===== src/dac_pkg.sv =====
// Shared constants and helpers for the serial DAC load logic and its host.
package dac_pkg;

	// =====================================================================
	// Word format
	// =====================================================================
	localparam int WORD_W = 16;
	localparam int SEG_MSBS = 4;
	localparam int SEG_N = 15;
	localparam int LOW_W = WORD_W - SEG_MSBS;
	localparam logic [WORD_W-1:0] ZERO_CODE = 16'h0000;
	localparam logic [WORD_W-1:0] MID_CODE = 16'h8000;
	localparam logic [WORD_W-1:0] SHIFT_RST = 16'h0000;
	localparam logic [SEG_N-1:0] SEG_RST = 15'h0000;

	// =====================================================================
	// Host timing at 250 MHz
	// =====================================================================
	localparam int CORE_PERIOD_PS = 4000;
	localparam int CLEAR_MIN_NS = 10;
	localparam int CLEAR_CYC = (CLEAR_MIN_NS * 1000 + CORE_PERIOD_PS - 1)
		/ CORE_PERIOD_PS;
	// Half period of the serial clock in core cycles: 16 ns, 31.25 MHz.
	localparam int HALF_CYC = 4;
	localparam int FIFO_DEPTH = 8;
	localparam int CNT_W = 3;
	localparam logic [CNT_W-1:0] CNT_RST = 3'h0;
	localparam logic [3:0] BIT_RST = 4'h0;
	localparam logic [3:0] BIT_LAST = 4'hF;

	typedef enum logic [2:0]
	{
		H_IDLE = 3'b000,
		H_LOW = 3'b001,
		H_HIGH = 3'b010,
		H_HOLD = 3'b011,
		H_GAP = 3'b100,
		H_CLEAR = 3'b101
	} host_state_t;

	// Reset and clear value of the latch for a given variant.
	function automatic logic [WORD_W-1:0] clear_code(input logic bipolar);
		clear_code = bipolar ? MID_CODE : ZERO_CODE;
	endfunction : clear_code

	// Zeroes the trailing don't-care bits of narrower variants.
	function automatic logic [WORD_W-1:0] res_mask(input int res);
		res_mask = 16'hFFFF << (WORD_W - res);
	endfunction : res_mask

	// Thermometer decode: segment i is on when the top nibble exceeds i.
	function automatic logic [SEG_N-1:0] therm(input logic [3:0] top);
		logic [SEG_N-1:0] t;
		t = SEG_RST;
		for (int i = 0; i < SEG_N; i++)
			t[i] = (top > i[3:0]);
		therm = t;
	endfunction : therm

endpackage : dac_pkg


===== src/dac_link_if.sv =====
// Serial link wires between the host controller and the DAC load logic.
`timescale 1ns/1ps
`default_nettype none
interface dac_link_if;
	logic sclk;
	logic cs_n;
	logic sdi;
	logic async_clear_n;

	modport device
	(
		input sclk,
		input cs_n,
		input sdi,
		input async_clear_n
	);

	modport host
	(
		output sclk,
		output cs_n,
		output sdi,
		output async_clear_n
	);
endinterface : dac_link_if
`default_nettype wire


===== src/dac_host_ctrl.sv =====
// Host end: word FIFO and serial frame generator driving the DAC link.
`timescale 1ns/1ps
`default_nettype none
module word_fifo
#(
	parameter int WIDTH = 16,
	parameter int DEPTH = 8
)
(
	input wire logic core_clk,
	input wire logic arst_n,
	input wire logic in_valid,
	output logic in_ready,
	input wire logic [WIDTH-1:0] in_data,
	output logic out_valid,
	input wire logic out_ready,
	output logic [WIDTH-1:0] out_data
);
	localparam int AW = $clog2(DEPTH);

	logic [WIDTH-1:0] mem [DEPTH];
	logic [AW-1:0] wr_r;
	logic [AW-1:0] wr_nxt;
	logic [AW-1:0] rd_r;
	logic [AW-1:0] rd_nxt;
	logic [AW:0] cnt_r;
	logic [AW:0] cnt_nxt;
	logic push;
	logic pop;

	assign in_ready = (cnt_r != DEPTH[AW:0]);
	assign out_valid = (cnt_r != '0);
	assign out_data = mem[rd_r];
	assign push = in_valid && in_ready;
	assign pop = out_valid && out_ready;

	always_comb
	begin
		wr_nxt = push ? AW'(wr_r + 1'b1) : wr_r;
		rd_nxt = pop ? AW'(rd_r + 1'b1) : rd_r;
		cnt_nxt = cnt_r;
		if (push && !pop)
			cnt_nxt = (AW+1)'(cnt_r + 1'b1);
		else if (pop && !push)
			cnt_nxt = (AW+1)'(cnt_r - 1'b1);
	end

	always_ff @(posedge core_clk or negedge arst_n)
	begin
		if (!arst_n)
		begin
			wr_r <= '0;
			rd_r <= '0;
			cnt_r <= '0;
		end
		else
		begin
			wr_r <= wr_nxt;
			rd_r <= rd_nxt;
			cnt_r <= cnt_nxt;
		end
	end

	// Storage has no reset; only written words are ever read.
	always_ff @(posedge core_clk)
	begin
		if (push)
			mem[wr_r] <= in_data;
	end
endmodule : word_fifo

module dac_host_ctrl
	import dac_pkg::*;
(
	input wire logic core_clk,
	input wire logic arst_n,
	input wire logic wr_valid,
	output logic wr_ready,
	input wire logic [WORD_W-1:0] wr_data,
	input wire logic clear_req,
	output logic busy,
	dac_link_if.host link
);

	// =====================================================================
	// Word FIFO
	// =====================================================================
	logic f_valid;
	logic f_ready;
	logic [WORD_W-1:0] f_data;

	word_fifo #(.WIDTH(WORD_W), .DEPTH(FIFO_DEPTH)) u_fifo
	(
		.core_clk(core_clk),
		.arst_n(arst_n),
		.in_valid(wr_valid),
		.in_ready(wr_ready),
		.in_data(wr_data),
		.out_valid(f_valid),
		.out_ready(f_ready),
		.out_data(f_data)
	);

	// =====================================================================
	// Frame generator
	// =====================================================================
	host_state_t st_r;
	host_state_t st_nxt;
	logic [CNT_W-1:0] cnt_r;
	logic [CNT_W-1:0] cnt_nxt;
	logic [3:0] bit_r;
	logic [3:0] bit_nxt;
	logic [WORD_W-1:0] word_r;
	logic [WORD_W-1:0] word_nxt;
	logic sclk_r;
	logic sclk_nxt;
	logic cs_n_r;
	logic cs_n_nxt;
	logic sdi_r;
	logic sdi_nxt;
	logic clr_n_r;
	logic clr_n_nxt;
	logic clr_pend_r;
	logic clr_pend_nxt;
	logic half_done;
	logic clr_done;

	assign half_done = (cnt_r == CNT_W'(HALF_CYC - 1));
	assign clr_done = (cnt_r == CNT_W'(CLEAR_CYC - 1));
	assign f_ready = (st_r == H_IDLE) && !clr_pend_r && f_valid;

	always_comb
	begin
		st_nxt = st_r;
		cnt_nxt = CNT_W'(cnt_r + 1'b1);
		bit_nxt = bit_r;
		word_nxt = word_r;
		sclk_nxt = sclk_r;
		cs_n_nxt = cs_n_r;
		sdi_nxt = sdi_r;
		clr_n_nxt = clr_n_r;
		clr_pend_nxt = clr_pend_r || clear_req;
		case (st_r)
			H_IDLE:
			begin
				cnt_nxt = CNT_RST;
				if (clr_pend_r)
				begin
					// A request arriving now is kept pending: a further pulse serves it.
					clr_pend_nxt = clear_req;
					clr_n_nxt = 1'b0;
					st_nxt = H_CLEAR;
				end
				else if (f_valid)
				begin
					word_nxt = f_data;
					sdi_nxt = f_data[WORD_W-1];
					cs_n_nxt = 1'b0;
					bit_nxt = BIT_RST;
					st_nxt = H_LOW;
				end
			end
			H_LOW:
			begin
				if (half_done)
				begin
					sclk_nxt = 1'b1;
					cnt_nxt = CNT_RST;
					st_nxt = H_HIGH;
				end
			end
			H_HIGH:
			begin
				if (half_done)
				begin
					sclk_nxt = 1'b0;
					cnt_nxt = CNT_RST;
					if (bit_r == BIT_LAST)
						st_nxt = H_HOLD;
					else
					begin
						word_nxt = {word_r[WORD_W-2:0], 1'b0};
						sdi_nxt = word_r[WORD_W-2];
						bit_nxt = 4'(bit_r + 1'b1);
						st_nxt = H_LOW;
					end
				end
			end
			H_HOLD:
			begin
				if (half_done)
				begin
					cs_n_nxt = 1'b1;
					cnt_nxt = CNT_RST;
					st_nxt = H_GAP;
				end
			end
			H_GAP:
			begin
				if (half_done)
					st_nxt = H_IDLE;
			end
			H_CLEAR:
			begin
				if (clr_done)
				begin
					clr_n_nxt = 1'b1;
					cnt_nxt = CNT_RST;
					st_nxt = H_GAP;
				end
			end
			default:
			begin
				st_nxt = H_IDLE;
				cnt_nxt = CNT_RST;
			end
		endcase
	end

	always_ff @(posedge core_clk or negedge arst_n)
	begin
		if (!arst_n)
		begin
			st_r <= H_IDLE;
			cnt_r <= CNT_RST;
			bit_r <= BIT_RST;
			word_r <= SHIFT_RST;
			sclk_r <= 1'b0;
			cs_n_r <= 1'b1;
			sdi_r <= 1'b0;
			clr_n_r <= 1'b1;
			clr_pend_r <= 1'b0;
		end
		else
		begin
			st_r <= st_nxt;
			cnt_r <= cnt_nxt;
			bit_r <= bit_nxt;
			word_r <= word_nxt;
			sclk_r <= sclk_nxt;
			cs_n_r <= cs_n_nxt;
			sdi_r <= sdi_nxt;
			clr_n_r <= clr_n_nxt;
			clr_pend_r <= clr_pend_nxt;
		end
	end

	assign busy = (st_r != H_IDLE) || clr_pend_r || f_valid;
	assign link.sclk = sclk_r;
	assign link.cs_n = cs_n_r;
	assign link.sdi = sdi_r;
	assign link.async_clear_n = clr_n_r;

endmodule : dac_host_ctrl
`default_nettype wire


===== src/flat_wrapper.sv =====
// flat-port wrapper written by rule: the top's interface ports become plain ports
module dac_host_ctrl_flat import dac_pkg::*;
  (core_clk, arst_n, wr_valid, wr_ready, wr_data, clear_req, busy, link_sclk, link_cs_n, link_sdi, link_async_clear_n);
  dac_link_if link_i ();
  input wire logic core_clk;
  input wire logic arst_n;
  input wire logic wr_valid;
  output logic wr_ready;
  input wire logic [WORD_W-1:0] wr_data;
  input wire logic clear_req;
  output logic busy;
  output wire logic [$bits(link_i.sclk)-1:0] link_sclk;
  output wire logic [$bits(link_i.cs_n)-1:0] link_cs_n;
  output wire logic [$bits(link_i.sdi)-1:0] link_sdi;
  output wire logic [$bits(link_i.async_clear_n)-1:0] link_async_clear_n;
  assign link_sclk = link_i.sclk;
  assign link_cs_n = link_i.cs_n;
  assign link_sdi = link_i.sdi;
  assign link_async_clear_n = link_i.async_clear_n;
  dac_host_ctrl u_core (.core_clk(core_clk), .arst_n(arst_n), .wr_valid(wr_valid), .wr_ready(wr_ready), .wr_data(wr_data), .clear_req(clear_req), .busy(busy), .link(link_i));
endmodule

===== config.mk =====
export PLATFORM = sky130hd
export DESIGN_NAME = dac_host_ctrl_flat
export DESIGN_NICKNAME = d
export VERILOG_FILES = /design/src/dac_pkg.sv /design/src/dac_link_if.sv /design/src/dac_host_ctrl.sv /design/src/flat_wrapper.sv
export SDC_FILE = /design/constraint.sdc
export NUM_CORES = 1
export LEC_CHECK = 0
export ABC_AREA = 1
export BUFFER_PORTS_ARGS = -buffer_cell sky130_fd_sc_hd__buf_2
export CORE_ASPECT_RATIO = 0.5
export CORE_MARGIN = 2
export CORE_UTILIZATION = 35
export CTS_CLUSTER_DIAMETER = 50
export CTS_CLUSTER_SIZE = 40
export DETAILED_ROUTE_END_ITERATION = 16
export GPL_TIMING_DRIVEN = 0
export PLACE_DENSITY = 0.5
export SLEW_MARGIN = 20
export SYNTH_ARGS = -nofsm -noshare
export SYNTH_HDL_FRONTEND = slang
export SYNTH_HIERARCHICAL = 1
export SYNTH_SLANG_ARGS = --single-unit

===== constraint.sdc =====
create_clock -name core_clk -period 6.4 [get_ports core_clk]
set_clock_uncertainty 0.05 [all_clocks]
set_input_delay 0.96 -clock core_clk [delete_from_list [all_inputs] [get_ports core_clk]]
set_output_delay 0.96 -clock core_clk [all_outputs]
set_load 0.05 [all_outputs]

# Word-level counts from Yosys, hierarchy flattened
# Memories as Yosys holds them, arrays and structs flattened.
# Index checks and enable logic that the tools add are counted.
# W data, S select, Z words.
# totals
register_bits,40
out_inout_bits,6
n_memories,1
ramBits,128
elab_cells,106
# mem_list
memory,depth,word_bits,rd,rd_ports_with_merged_regs,wr,line,text
u_core.u_fifo.mem,8,16,1,0,1,dac_host_ctrl.sv:21,logic [WIDTH-1:0] mem [DEPTH];
# classes
reduce_logical,26
mux,42
add_sub_neg,6
eq_ne,19
# ops
op,n
$mux W15,4
$pmux W15 S2,1
$mux W3,9
$mux W4,6
$pmux W3 S6,1
$mux W1,14
$ne A2 B1 Y1 const B,7
$eq A3 B2 Y1 const B,4
$reduce_bool A2 Y1,5
$add A3 B1 Y3 const B,3
$pmux W3 S3,1
$add A4 B1 Y4 const B,2
$pmux W1 S2,4
$pmux W4 S2,1
$eq A3 B3 Y1 const B,2
$logic_and A1 B1 Y1,6
$reduce_and A3 Y1,2
$reduce_and A6 Y1,1
$reduce_and A5 Y1,1
$eq A4 B4 Y1 const B,1
$ne A2 B2 Y1 const B,2
$ne A4 B4 Y1 const B,1
$reduce_and A4 Y1,1
$reduce_bool A4 Y1,1
9 further kinds,13

# Depth between registers and ports, before layout
# Gate-level depths: netlist of the first run.
# depth
depth_word,7
ltp_mapped,15
ltp_nobuf,15

# By module
# Netlist of the first run, hierarchy kept.
# modules_own_cells
module,seq_area_each_um2,n_inst,area_each_um2,cells_per_inst
word_fifo,4093.9,1,6089.6,632
dac_host_ctrl,753.2,1,1771.7,244

# Worst setup path after synthesis of the first run
# No wires, ideal clock.
# synth_timing
path_kind,register -> register
from,reg u_core.u_fifo.cnt_r[0]
to,mem u_core.u_fifo.mem[5][0] (enable)
arrival_ps,2238
period_less_slack_ps,2697
path_buffers,0
required_time_ps,5941
path_stages_with_launch,5
setup_ps,409
slack_ps,3703
cell_sequence,dfrtp_1 -> nor2_1 -> nand3_1 -> nand2_2 -> nor3_1
# synth_between
elab_chain_len,4
# synth_rtl
element,line,text
"start, declared",dac_host_ctrl.sv:26,logic [AW:0] cnt_r;
"start signal, assigned",dac_host_ctrl.sv:60,cnt_r <= cnt_nxt;
$ne A4 B4 Y1,dac_host_ctrl.sv:31,assign in_ready = (cnt_r != DEPTH[AW:0]);
via wr_ready,flat_wrapper.sv:8,output logic wr_ready;
$logic_and A1 B1 Y1,dac_host_ctrl.sv:34,assign push = in_valid && in_ready;
$mux W1,dac_host_ctrl.sv:67,if (push)
$mux W1 (not written as such),dac_host_ctrl.sv:68,mem[wr_r] <= in_data;
"end, declared",dac_host_ctrl.sv:21,
# The timed path passes the listed nets, and every way through them passes these cells.

# Worst setup path in the final report of the first run
# layout_timing
from,reg u_core.u_fifo.cnt_r[1]
to,out busy
# layout_between
elab_chain_len,2
# layout_rtl
element,line,text
$reduce_bool A4 Y1,dac_host_ctrl.sv:32,assign out_valid = (cnt_r != '0);
via u_core.f_valid,dac_host_ctrl.sv:88,logic f_valid;
$logic_or A1 B1 Y1,dac_host_ctrl.sv:248,assign busy = (st_r != H_IDLE) || clr_pend_r || f_valid;
"end, declared",flat_wrapper.sv:11,output logic busy;
# The timed path passes the listed nets, and every way through them passes these cells.

==> results.ini, run 1 <==
[placed_design]
port_buffers = 25
place_inst = 1213
dpl_cell_area_mm2 = 0.008519
hpwl_um = 12830
dp_worst_setup_slack_ns = 3.638
gp_congestion = 0.7813

[logic_synthesis]
syn_nets = 907
yosysUniqueCellTypes = 30
ys.warnings.count = 6
netlist_instances = 876
ys_seq_elements = 168
syn_avg_cell_area_um2 = 8.974
ys_seq_area_share_pct = 61.66
synth.cell_area_mm2 = 0.007861

[cts]
cts.sinks = 168
cts_inserted_buffers = 17
cts_tree = yes
clk_path_buf_depth = 2
cts_root_buf = clkbuf_16
cts_setup_buffers = 0
holdBufCountCts = 0
clkSlewWorstSetupHoldPaths_ns = 0.07
worstSkewPairLatency_ns = 0.42
post_cts_resized = 0
cts_max_level = 4

[routing]
antenna_left = 0
drt-initial-drc-count = 515
postRouteWirelength_um = 18650
post_drt_wl_per_cell_um = 14.99
vias = 5554
firstDrtPassIters = 7
post-route-drc-count = 0
viasPerCell = 4.465

[hold_path]
hp-class = flip-flop to flip-flop

[power]
p_per_area_mw_per_mm2 = 474.0
fin_total_pwr_mw = 4.295
vdd_drop_max_v = 0.0001822
total_leakage_power_nw = 4.183

[sta]
max_freq_mhz = 350.2
slew-limit-headroom_pct = 38.76
fin_ws_ns = 3.544
rsz0062_at_grt = no
fin_tns_setup_ns = 0
setup_viol = 0
layout_min_cycle_time_ns = 2.856
maxSlewViolCount = 0
fin_crit_sh_pct = 44.62
tightest_slew_ns = 0.9186
hold_viol_final = 0

[cells_and_area]
n_antenna_cell = 0
instances_no_fill = 1244
synthToLayoutAreaGrowth_pct = 15.25
final_cell_mix = nand2_1 (349), nor2_1 (145), edfxtp_1 (128)
design_area_mm2 = 0.009060
nets = 963
final_common_cell = nand2_1
fill_cells = 2188
drive_above_1_share_pct = 13.03

[setup_path]
criticalPathCategory = flip-flop to output pin
cp_max_fo = 6
critPathCaptureType = output pin
required_ns = 5.39
worstSetupStartpointType = flip-flop
worstPathArrival_ns = 1.85

[global_routing]
grt_pass1_vias = 5115
grt-ovfl-total = 0
grt_pass1_wl_um = 28750
antenna_found_initial = 0
grt_max_degree = 41
gr-usage-all-layers_pct = 16.40

[floorplanning]
die_w_um = 215.9
core_mm2 = 0.02187
dieArea_mm2 = 0.02375
start_util_pct = 35.94
fp-row-count = 38
die_h_um = 110.0
io_pins = 26

[status]
status = completed

[run]
cap_violations = 0

==> worst max-delay path, stage by stage (launching register included) <==
cell	delay, ns
dfrtp_1	0.43
nor2_1	0.17
nand3_1	0.22
nor2_1	0.18
nand3_2	0.16
buf_2	0.27
==> Yosys cell counts <==
cell	n	area [um^2]
nand2_1	349	1310
nor2_1	149	559.3
edfxtp_1	128	3844
inv_1	91	341.6
dfrtp_1	38	950.9
nand3_1	34	170.2
buf_2	16	80.08
ha_1	10	125.1
buf_4	8	60.06
xnor2_1	6	52.55
buf_6	5	56.30
nand3_2	5	50.05
inv_2	4	15.01
nor3_1	4	20.02
o21ai_0	4	20.02
clkbuf_1	3	11.26
nor2_2	3	18.77
a21oi_1	2	10.01
buf_1	2	7.510
dfstp_2	2	52.55
nand2_2	2	12.51
nand4_1	2	12.51
o21ai_1	2	10.01
a31oi_1	1	6.260
fa_1	1	20.02
inv_4	1	6.260
nand3_4	1	17.52
o211ai_1	1	7.510
o21bai_1	1	7.510
or2_2	1	6.260
==> area by class of cell <==
class	instances	area [um^2]	share of cell area (%)
Tap cell	300	375.4	4.143
Multi-Input combinational cell	578	2466	27.22
Timing Repair Buffer	37	252.7	2.790
Clock buffer	18	429.2	4.737
Inverter	96	362.8	4.005
Clock inverter	13	111.4	1.229
Sequential cell	168	4847	53.50
Buffer	34	215.2	2.375
==> state kept, by name (all words and copies together), names as in the netlist <==
register and flops:
u_core/bit_r 4, u_core/u_fifo/mem 128, u_core/u_fifo/cnt_r 4, u_core/cnt_r 3, u_core/link.sclk 1, u_core/u_fifo/wr_r 3, u_core/st_r 3, u_core/link.sdi 1
u_core/link.async_clear_n 1, u_core/u_fifo/rd_r 3, u_core/word_r 15, u_core/clr_pend_r 1, u_core/link.cs_n 1
==> through the flow <==
| step | hold slack, ns | util [%] |
|---|---|---|
| 5_1_grt | 0.4498 | 41.42 |
| 3_3_place_gp | 0.4033 | 38.23 |
| 4_1_cts | 0.4274 | 41.42 |
| 3_5_place_dp | 0.4109 | 38.95 |
| 6_report | 0.4234 | 41.42 |
| 2_1_floorplan | 0.3922 | - |
==> routing by layer <==
layer	GRT usage, %	up-vias	part of all wire, %
met5	0	-	0
met4	4.061	0	0.68
met3	3.155	10	5.4
met2	25.54	109	43
met1	23.73	2602	51
li1	-	2833	-
==> cells by family after synthesis <==
group | Yosys count | share of synthesized area, %
compound gates | 11 | 0.7800
xor+xnor | 6 | 0.6685
flops | 168 | 61.66
fa+ha+maj | 11 | 1.846
buf+inv | 130 | 7.353
simple gates | 550 | 27.69
==> final timing paths <==
check,from,endpoint,slack [ns],cells past startpoint
max in group asynchronous,arst_n,u_core/st_r[2],5.10,1
setup reg to reg,u_core/st_r[0],u_core/u_fifo/cnt_r[3],3.61,14
min in group asynchronous,arst_n,u_core/cnt_r[0],0.62,1
hold reg to reg,u_core/word_r[6],u_core/word_r[6],0.42,2
hold / removal,u_core/word_r[6],u_core/word_r[6],0.42,2
setup / recovery,u_core/u_fifo/cnt_r[1],busy,3.54,5
==> power by group <==
group / internal [mW] / switching, mW
logic: 0.581 / 1.24
registers: 1.41 / 0.104
clock network: 0.507 / 0.452
total: 2.50 / 1.79
Power figures use the tool's default switching activity.
==> run 2: changes to the inputs <==
--- a/config.mk
+++ b/config.mk
@@ -5,7 +5,7 @@
 export SDC_FILE = /design/constraint.sdc
 export NUM_CORES = 1
 export LEC_CHECK = 0
-export ABC_AREA = 1
+export ABC_AREA = 0
 export BUFFER_PORTS_ARGS = -buffer_cell sky130_fd_sc_hd__buf_2
 export CORE_ASPECT_RATIO = 0.5
 export CORE_MARGIN = 2
@@ -14,7 +14,7 @@
 export CTS_CLUSTER_SIZE = 40
 export DETAILED_ROUTE_END_ITERATION = 16
 export GPL_TIMING_DRIVEN = 0
-export PLACE_DENSITY = 0.5
+export PLACE_DENSITY = 0.52
 export SLEW_MARGIN = 20
 export SYNTH_ARGS = -nofsm -noshare
 export SYNTH_HDL_FRONTEND = slang
==> constraint.sdc (replaced) <==
create_clock -name core_clk -period 2.45 [get_ports core_clk]
set_clock_uncertainty 0.05 [all_clocks]
set_input_delay 0.3675 -clock core_clk [delete_from_list [all_inputs] [get_ports core_clk]]
set_output_delay 0.3675 -clock core_clk [all_outputs]
set_load 0.05 [all_outputs]
==> results.ini, run 2 <==
[routing]
postRouteWirelength_um = 14390
antenna_left = 0
post_drt_wl_per_cell_um = 19.27
post-route-drc-count = 0
drt-initial-drc-count = 214
firstDrtPassIters = 4
vias = 3773
viasPerCell = 5.051

[floorplanning]
fp-row-count = 37
die_h_um = 105.6
die_w_um = 207.2
start_util_pct = 35.39
io_pins = 26
core_mm2 = 0.02042
dieArea_mm2 = 0.02188

[cells_and_area]
regMostFlops = u_core/u_fifo/mem
final_cell_mix = edfxtp_1 (128), dfrtp_1 (36), buf_2 (29)
synthToLayoutAreaGrowth_pct = 18.90
final_common_cell = edfxtp_1
fill_cells = 1809
top_regs = u_core/u_fifo/mem (128), u_core/word_r (15)
n_antenna_cell = 0
drive_above_1_share_pct = 32.07
nets = 492
instances_no_fill = 747
design_area_mm2 = 0.008589
largest_register_ffs = 128

[cts]
cts_inserted_buffers = 17
clkSlewWorstSetupHoldPaths_ns = 0.07
cts_root_buf = clkbuf_16
cts_tree = yes
cts_max_level = 4
clk_path_buf_depth = 2
cts.sinks = 168
holdBufCountCts = 0
worstSkewPairLatency_ns = 0.43

[placed_design]
dp_worst_setup_slack_ns = -0.2974
dpl_cell_area_mm2 = 0.007908
port_buffers = 25
gp_congestion = 0.7121
hpwl_um = 9416
place_inst = 710

[sta]
fin_ws_ns = -0.03949
slew-limit-headroom_pct = 36.98
rsz0062_at_grt = yes
setup_viol = 2
layout_min_cycle_time_ns = 2.489
max_freq_mhz = 401.7
hold_viol_final = 0
maxSlewViolCount = 0
tightest_slew_ns = 0.9454
fin_crit_sh_pct = 101.6

[logic_synthesis]
synth_area_leaders = edfxtp_1 (53%), dfrtp_1 (13%), mux4_1 (9.1%)
synthArstFlopShare_pct = 23.81
synth.cell_area_mm2 = 0.007224
yosysMostFrequentCell = edfxtp_1
netlist_instances = 402
ys.warnings.count = 6
syn_nets = 433
synth_common_cells = edfxtp_1 (128), dfrtp_1 (38), a21oi_1 (27)
synth_ff_type = edfxtp_1
synth_top_area_share_pct = 53.20
ys_seq_area_share_pct = 67.09
synth-edff-count = 128
synth_top_area_cell = edfxtp_1
ys_seq_elements = 168
yosysUniqueCellTypes = 49
syn_avg_cell_area_um2 = 17.97

[status]
violations = setup timing
status = finished with violations

[setup_path]
worstPathArrival_ns = 2.74
cp_slowest_cell = or4_4
required_ns = 2.70
regToRegSetupSlack_ns = -0.04
slowest_delay_ns = 0.58
rr_startpoint = u_core/u_fifo/cnt_r[1]
path_cells = or4_4, buf_6, nand2_4, ha_4, inv_4, ha_4, or4_1, o211ai_1, o211ai_1
rr_endpoint = u_core/u_fifo/cnt_r[3]
r2r_cells = 9
criticalPathCategory = flip-flop to flip-flop
cp_max_fo = 5
worstSetupStartpointType = flip-flop
critPathCaptureType = flip-flop

[global_routing]
grt_pass1_vias = 3832
gr-usage-all-layers_pct = 14.13
grt_max_degree = 41
grt_pass1_wl_um = 22870
antenna_found_initial = 1
grt-ovfl-total = 0

[power]
total_leakage_power_nw = 2.998
vdd_drop_max_v = 0.0004663
p_per_area_mw_per_mm2 = 1148

[hold_path]
hp-class = input pin to asynchronous set/reset pin

[run]
cap_violations = 0

==> run 2: changes by cell type in the layout (fill, tap and decap cells not counted), moves of 25 or more <==
cell / change
a21oi_1: +25
inv_1: -86
mux4_1: +25
nand2_1: -341
nand3_1: -28
nor2_1: -136
==> run 2: logic make-up after synthesis <==
family,after synthesis,synth area share (%)
adder cells (fa/ha/maj),11,2.009
multiplexers,68,16.59
XOR/XNOR,6,0.7274
buffers and inverters,29,2.355
flip-flops,168,67.09
AND/OR/NAND/NOR,62,4.832
AO/OA/AOI/OAI,58,6.391
==> run 2: metrics by stage <==
step / util, % / power [mW] / hold WS [ns] / setup TNS [ns]
2_1_floorplan: - / 6.227 / 0.02191 / -1.480
3_3_place_gp: 38.01 / 7.075 / 0.4271 / -92.51
3_5_place_dp: 38.73 / 7.211 / 0.4225 / -1.396
4_1_cts: 42.13 / 9.989 / 0.05923 / -0.1359
5_1_grt: 42.07 / 10.42 / 0.06810 / -0.2261
6_report: 42.07 / 9.861 / 0.03983 / -0.07566
==> run 2: what timing repair did <==
item | CTS | global route
endpoints found under the setup margin | 16 | 3
pin swaps | 7 | 0
buffers inserted | 8 | 0
gates resized for setup | 13 | 2
endpoints found under the hold margin | 0 | 0
==> run 2: how the worst max path moves through the flow <==
| stage | endpoint | cells after the start | start |
|---|---|---|---|
| detailed placement | u_core/u_fifo/cnt_r[3] | 10 | u_core/st_r[0] |
| floorplan | u_core/u_fifo/cnt_r[3] | 10 | u_core/u_fifo/cnt_r[1] |
| finish | u_core/u_fifo/cnt_r[3] | 9 | u_core/u_fifo/cnt_r[1] |
| global placement | u_core/u_fifo/mem[2][2] | 4 | u_core/u_fifo/cnt_r[0] |
| CTS | busy | 4 | u_core/u_fifo/cnt_r[1] |
| global route | u_core/u_fifo/cnt_r[3] | 10 | u_core/u_fifo/cnt_r[1] |
==> run 2: layout make-up <==
cell class | count | area, um^2 | area share (%)
clock buffer | 18 | 429.2 | 4.996
buffer | 19 | 135.1 | 1.573
timing repair buffer | 43 | 307.8 | 3.583
multi-input combinational | 205 | 2331 | 27.14
clock inverter | 14 | 163.9 | 1.908
tap | 273 | 341.6 | 3.977
inverter | 7 | 31.28 | 0.3642
sequential | 168 | 4850 | 56.46
==> run 2: routing by layer <==
metal / track usage (%) / vias up / wire length, um
met5: 0 / - / 13
met4: 3.469 / 2 / 86
met3: 3.814 / 9 / 438
met1: 21.00 / 1991 / 7463
li1: - / 1727 / -
met2: 20.50 / 44 / 6391
==> run 2: power by group <==
part | switching, mW | total (mW) | internal [mW]
Combinational | 1.74 | 3.21 | 1.47
Sequential | 0.323 | 4.00 | 3.68
Clock | 1.20 | 2.65 | 1.45
==> run 2: critical path, delay by kind of cell (launching register included) <==
family | cells | cell delay [ns]
adders and majority gates | 2 | 0.37
and+or+nand+nor | 3 | 1.11
DFF | 1 | 0.44
buffers and inverters | 2 | 0.21
AOI/OAI and AO/OA | 2 | 0.20
==> run 3: changes to the inputs <==
--- a/config.mk
+++ b/config.mk
@@ -13,7 +13,7 @@
 export CTS_CLUSTER_DIAMETER = 50
 export CTS_CLUSTER_SIZE = 40
 export DETAILED_ROUTE_END_ITERATION = 16
-export GPL_TIMING_DRIVEN = 0
+export GPL_TIMING_DRIVEN = 1
 export PLACE_DENSITY = 0.52
 export SLEW_MARGIN = 20
 export SYNTH_ARGS = -nofsm -noshare
==> results.ini, run 3 (same netlist as run 2, synthesis figures left out) <==
[cells_and_area]
design_area_mm2 = 0.008554
largest_register_ffs = 128
drive_above_1_share_pct = 32.28
synthToLayoutAreaGrowth_pct = 18.41
final_cell_mix = edfxtp_1 (128), dfrtp_1 (37), buf_4 (35)
nets = 492
top_regs = u_core/u_fifo/mem (128), u_core/word_r (15)
fill_cells = 1795
n_antenna_cell = 0
fin_util_pct = 41.90
final_common_cell = edfxtp_1
regMostFlops = u_core/u_fifo/mem

[sta]
setup_viol = 1
slew-limit-headroom_pct = 39.28
fin_crit_sh_pct = 101.0
hold_viol_final = 0
max_freq_mhz = 404.3
rsz0062_at_grt = yes
tightest_slew_ns = 0.9107
layout_min_cycle_time_ns = 2.473
maxSlewViolCount = 0
holdWs_ns = 0.01400
fin_ws_ns = -0.02333

[cts]
cts_inserted_buffers = 17
clkSlewWorstSetupHoldPaths_ns = 0.07
cts.sinks = 168
cts_root_buf = clkbuf_16
worstSkewPairLatency_ns = 0.43
holdBufCountCts = 0
cts_max_level = 4
cts_tree = yes
clk_path_buf_depth = 2

[placed_design]
dpl_cell_area_mm2 = 0.007885
gp_congestion = 0.7498
port_buffers = 25
hpwl_um = 8123

[status]
violations = setup timing
status = finished with violations

[floorplanning]
core_mm2 = 0.02042
die_w_um = 207.2
io_pins = 26
dieArea_mm2 = 0.02188
die_h_um = 105.6
start_util_pct = 35.39
fp-row-count = 37

[run]
cap_violations = 0

[setup_path]
required_ns = 2.70
criticalPathCategory = flip-flop to flip-flop
worstSetupStartpointType = flip-flop
critPathCaptureType = flip-flop
regToRegSetupSlack_ns = -0.02
worstPathArrival_ns = 2.73
cp_max_fo = 4
r2r_cells = 10

[global_routing]
antenna_found_initial = 1
gr-usage-all-layers_pct = 13.65
grt_max_degree = 41
grt_pass1_vias = 3692
grt-ovfl-total = 0
grt_pass1_wl_um = 22110

[routing]
post-route-drc-count = 0
antenna_left = 0
viasPerCell = 4.949
firstDrtPassIters = 5
vias = 3697
post_drt_wl_per_cell_um = 18.71
drt-initial-drc-count = 247
postRouteWirelength_um = 13980

[power]
vdd_drop_max_v = 0.0004534
p_per_area_mw_per_mm2 = 1140
fin_total_pwr_mw = 9.753
total_leakage_power_nw = 2.998

[hold_path]
hp-class = input pin to asynchronous set/reset pin

## run 3: cell types whose count changed in the layout (fill, tap and decap cells not counted), moves of 3 or more
cell	before	now
nor2_1	9	12
clkbuf_1	5	0
buf_2	29	25
buf_4	11	35
clkbuf_2	3	0
buf_8	4	0
buf_6	9	0
## run 3: stage by stage
| step | worst slack (ns) | TNS (ns) | cells |
|---|---|---|---|
| CTS | -0.02738 | -0.02738 | 744 |
| floorplan | -0.07032 | -1.480 | 402 |
| detailed placement | -0.07958 | -0.07958 | 708 |
| finish | -0.02333 | -0.02333 | 747 |
| global route | -0.1023 | -0.1038 | 747 |
| global placement | -0.02854 | -0.02854 | 708 |
## run 3: power breakdown
group / internal (mW) / total [mW] / switching, mW
clock network: 1.38 / 2.63 / 1.25
registers: 3.68 / 3.95 / 0.270
logic: 1.50 / 3.17 / 1.67
## run 3: what timing repair did
item	CTS	global route
buffers inserted	4	3
gates resized for setup	1	3
endpoints found under the setup margin	1	11
pin swaps	3	6
## run 3: worst max-delay path, stage by stage (launching register included)
cell and delay (ns):
dfrtp_1 0.39, or4_4 0.58, nand2b_4 0.11, nor2_4 0.04
nand2_2 0.09, ha_4 0.15, inv_4 0.04, ha_4 0.22
or4_4 0.47, o211ai_1 0.11, o211ai_1 0.10
## run 3: final cells by class
cell class	instances	area [um^2]	area share, %
tap	273	341.6	3.993
sequential	168	4848	56.68
clock inverter	15	172.7	2.018
multi-input combinational	205	2307	26.97
inverter	7	31.28	0.3657
timing repair buffer	62	427.9	5.002
clock buffer	17	425.4	4.973
## run 3: routing by layer
layer	vias up	part of all wire [%]	GRT usage, %
met5	-	0.093	0
met4	2	1.0	4.133
met3	15	2.8	3.605
met2	41	44	19.90
met1	1916	52	19.98
li1	1723	-	-
## run 3: final timing paths
| kind | to | from |
|---|---|---|
| setup / recovery | u_core/u_fifo/cnt_r[3] | u_core/u_fifo/cnt_r[3] |
| hold / removal | u_core/u_fifo/cnt_r[1] | arst_n |
| setup reg to reg | u_core/u_fifo/cnt_r[3] | u_core/u_fifo/cnt_r[3] |
| hold reg to reg | u_core/link.cs_n | u_core/link.cs_n |
| max in group asynchronous | u_core/u_fifo/rd_r[0] | arst_n |
| min in group core_clk | u_core/clr_pend_r | clear_req |
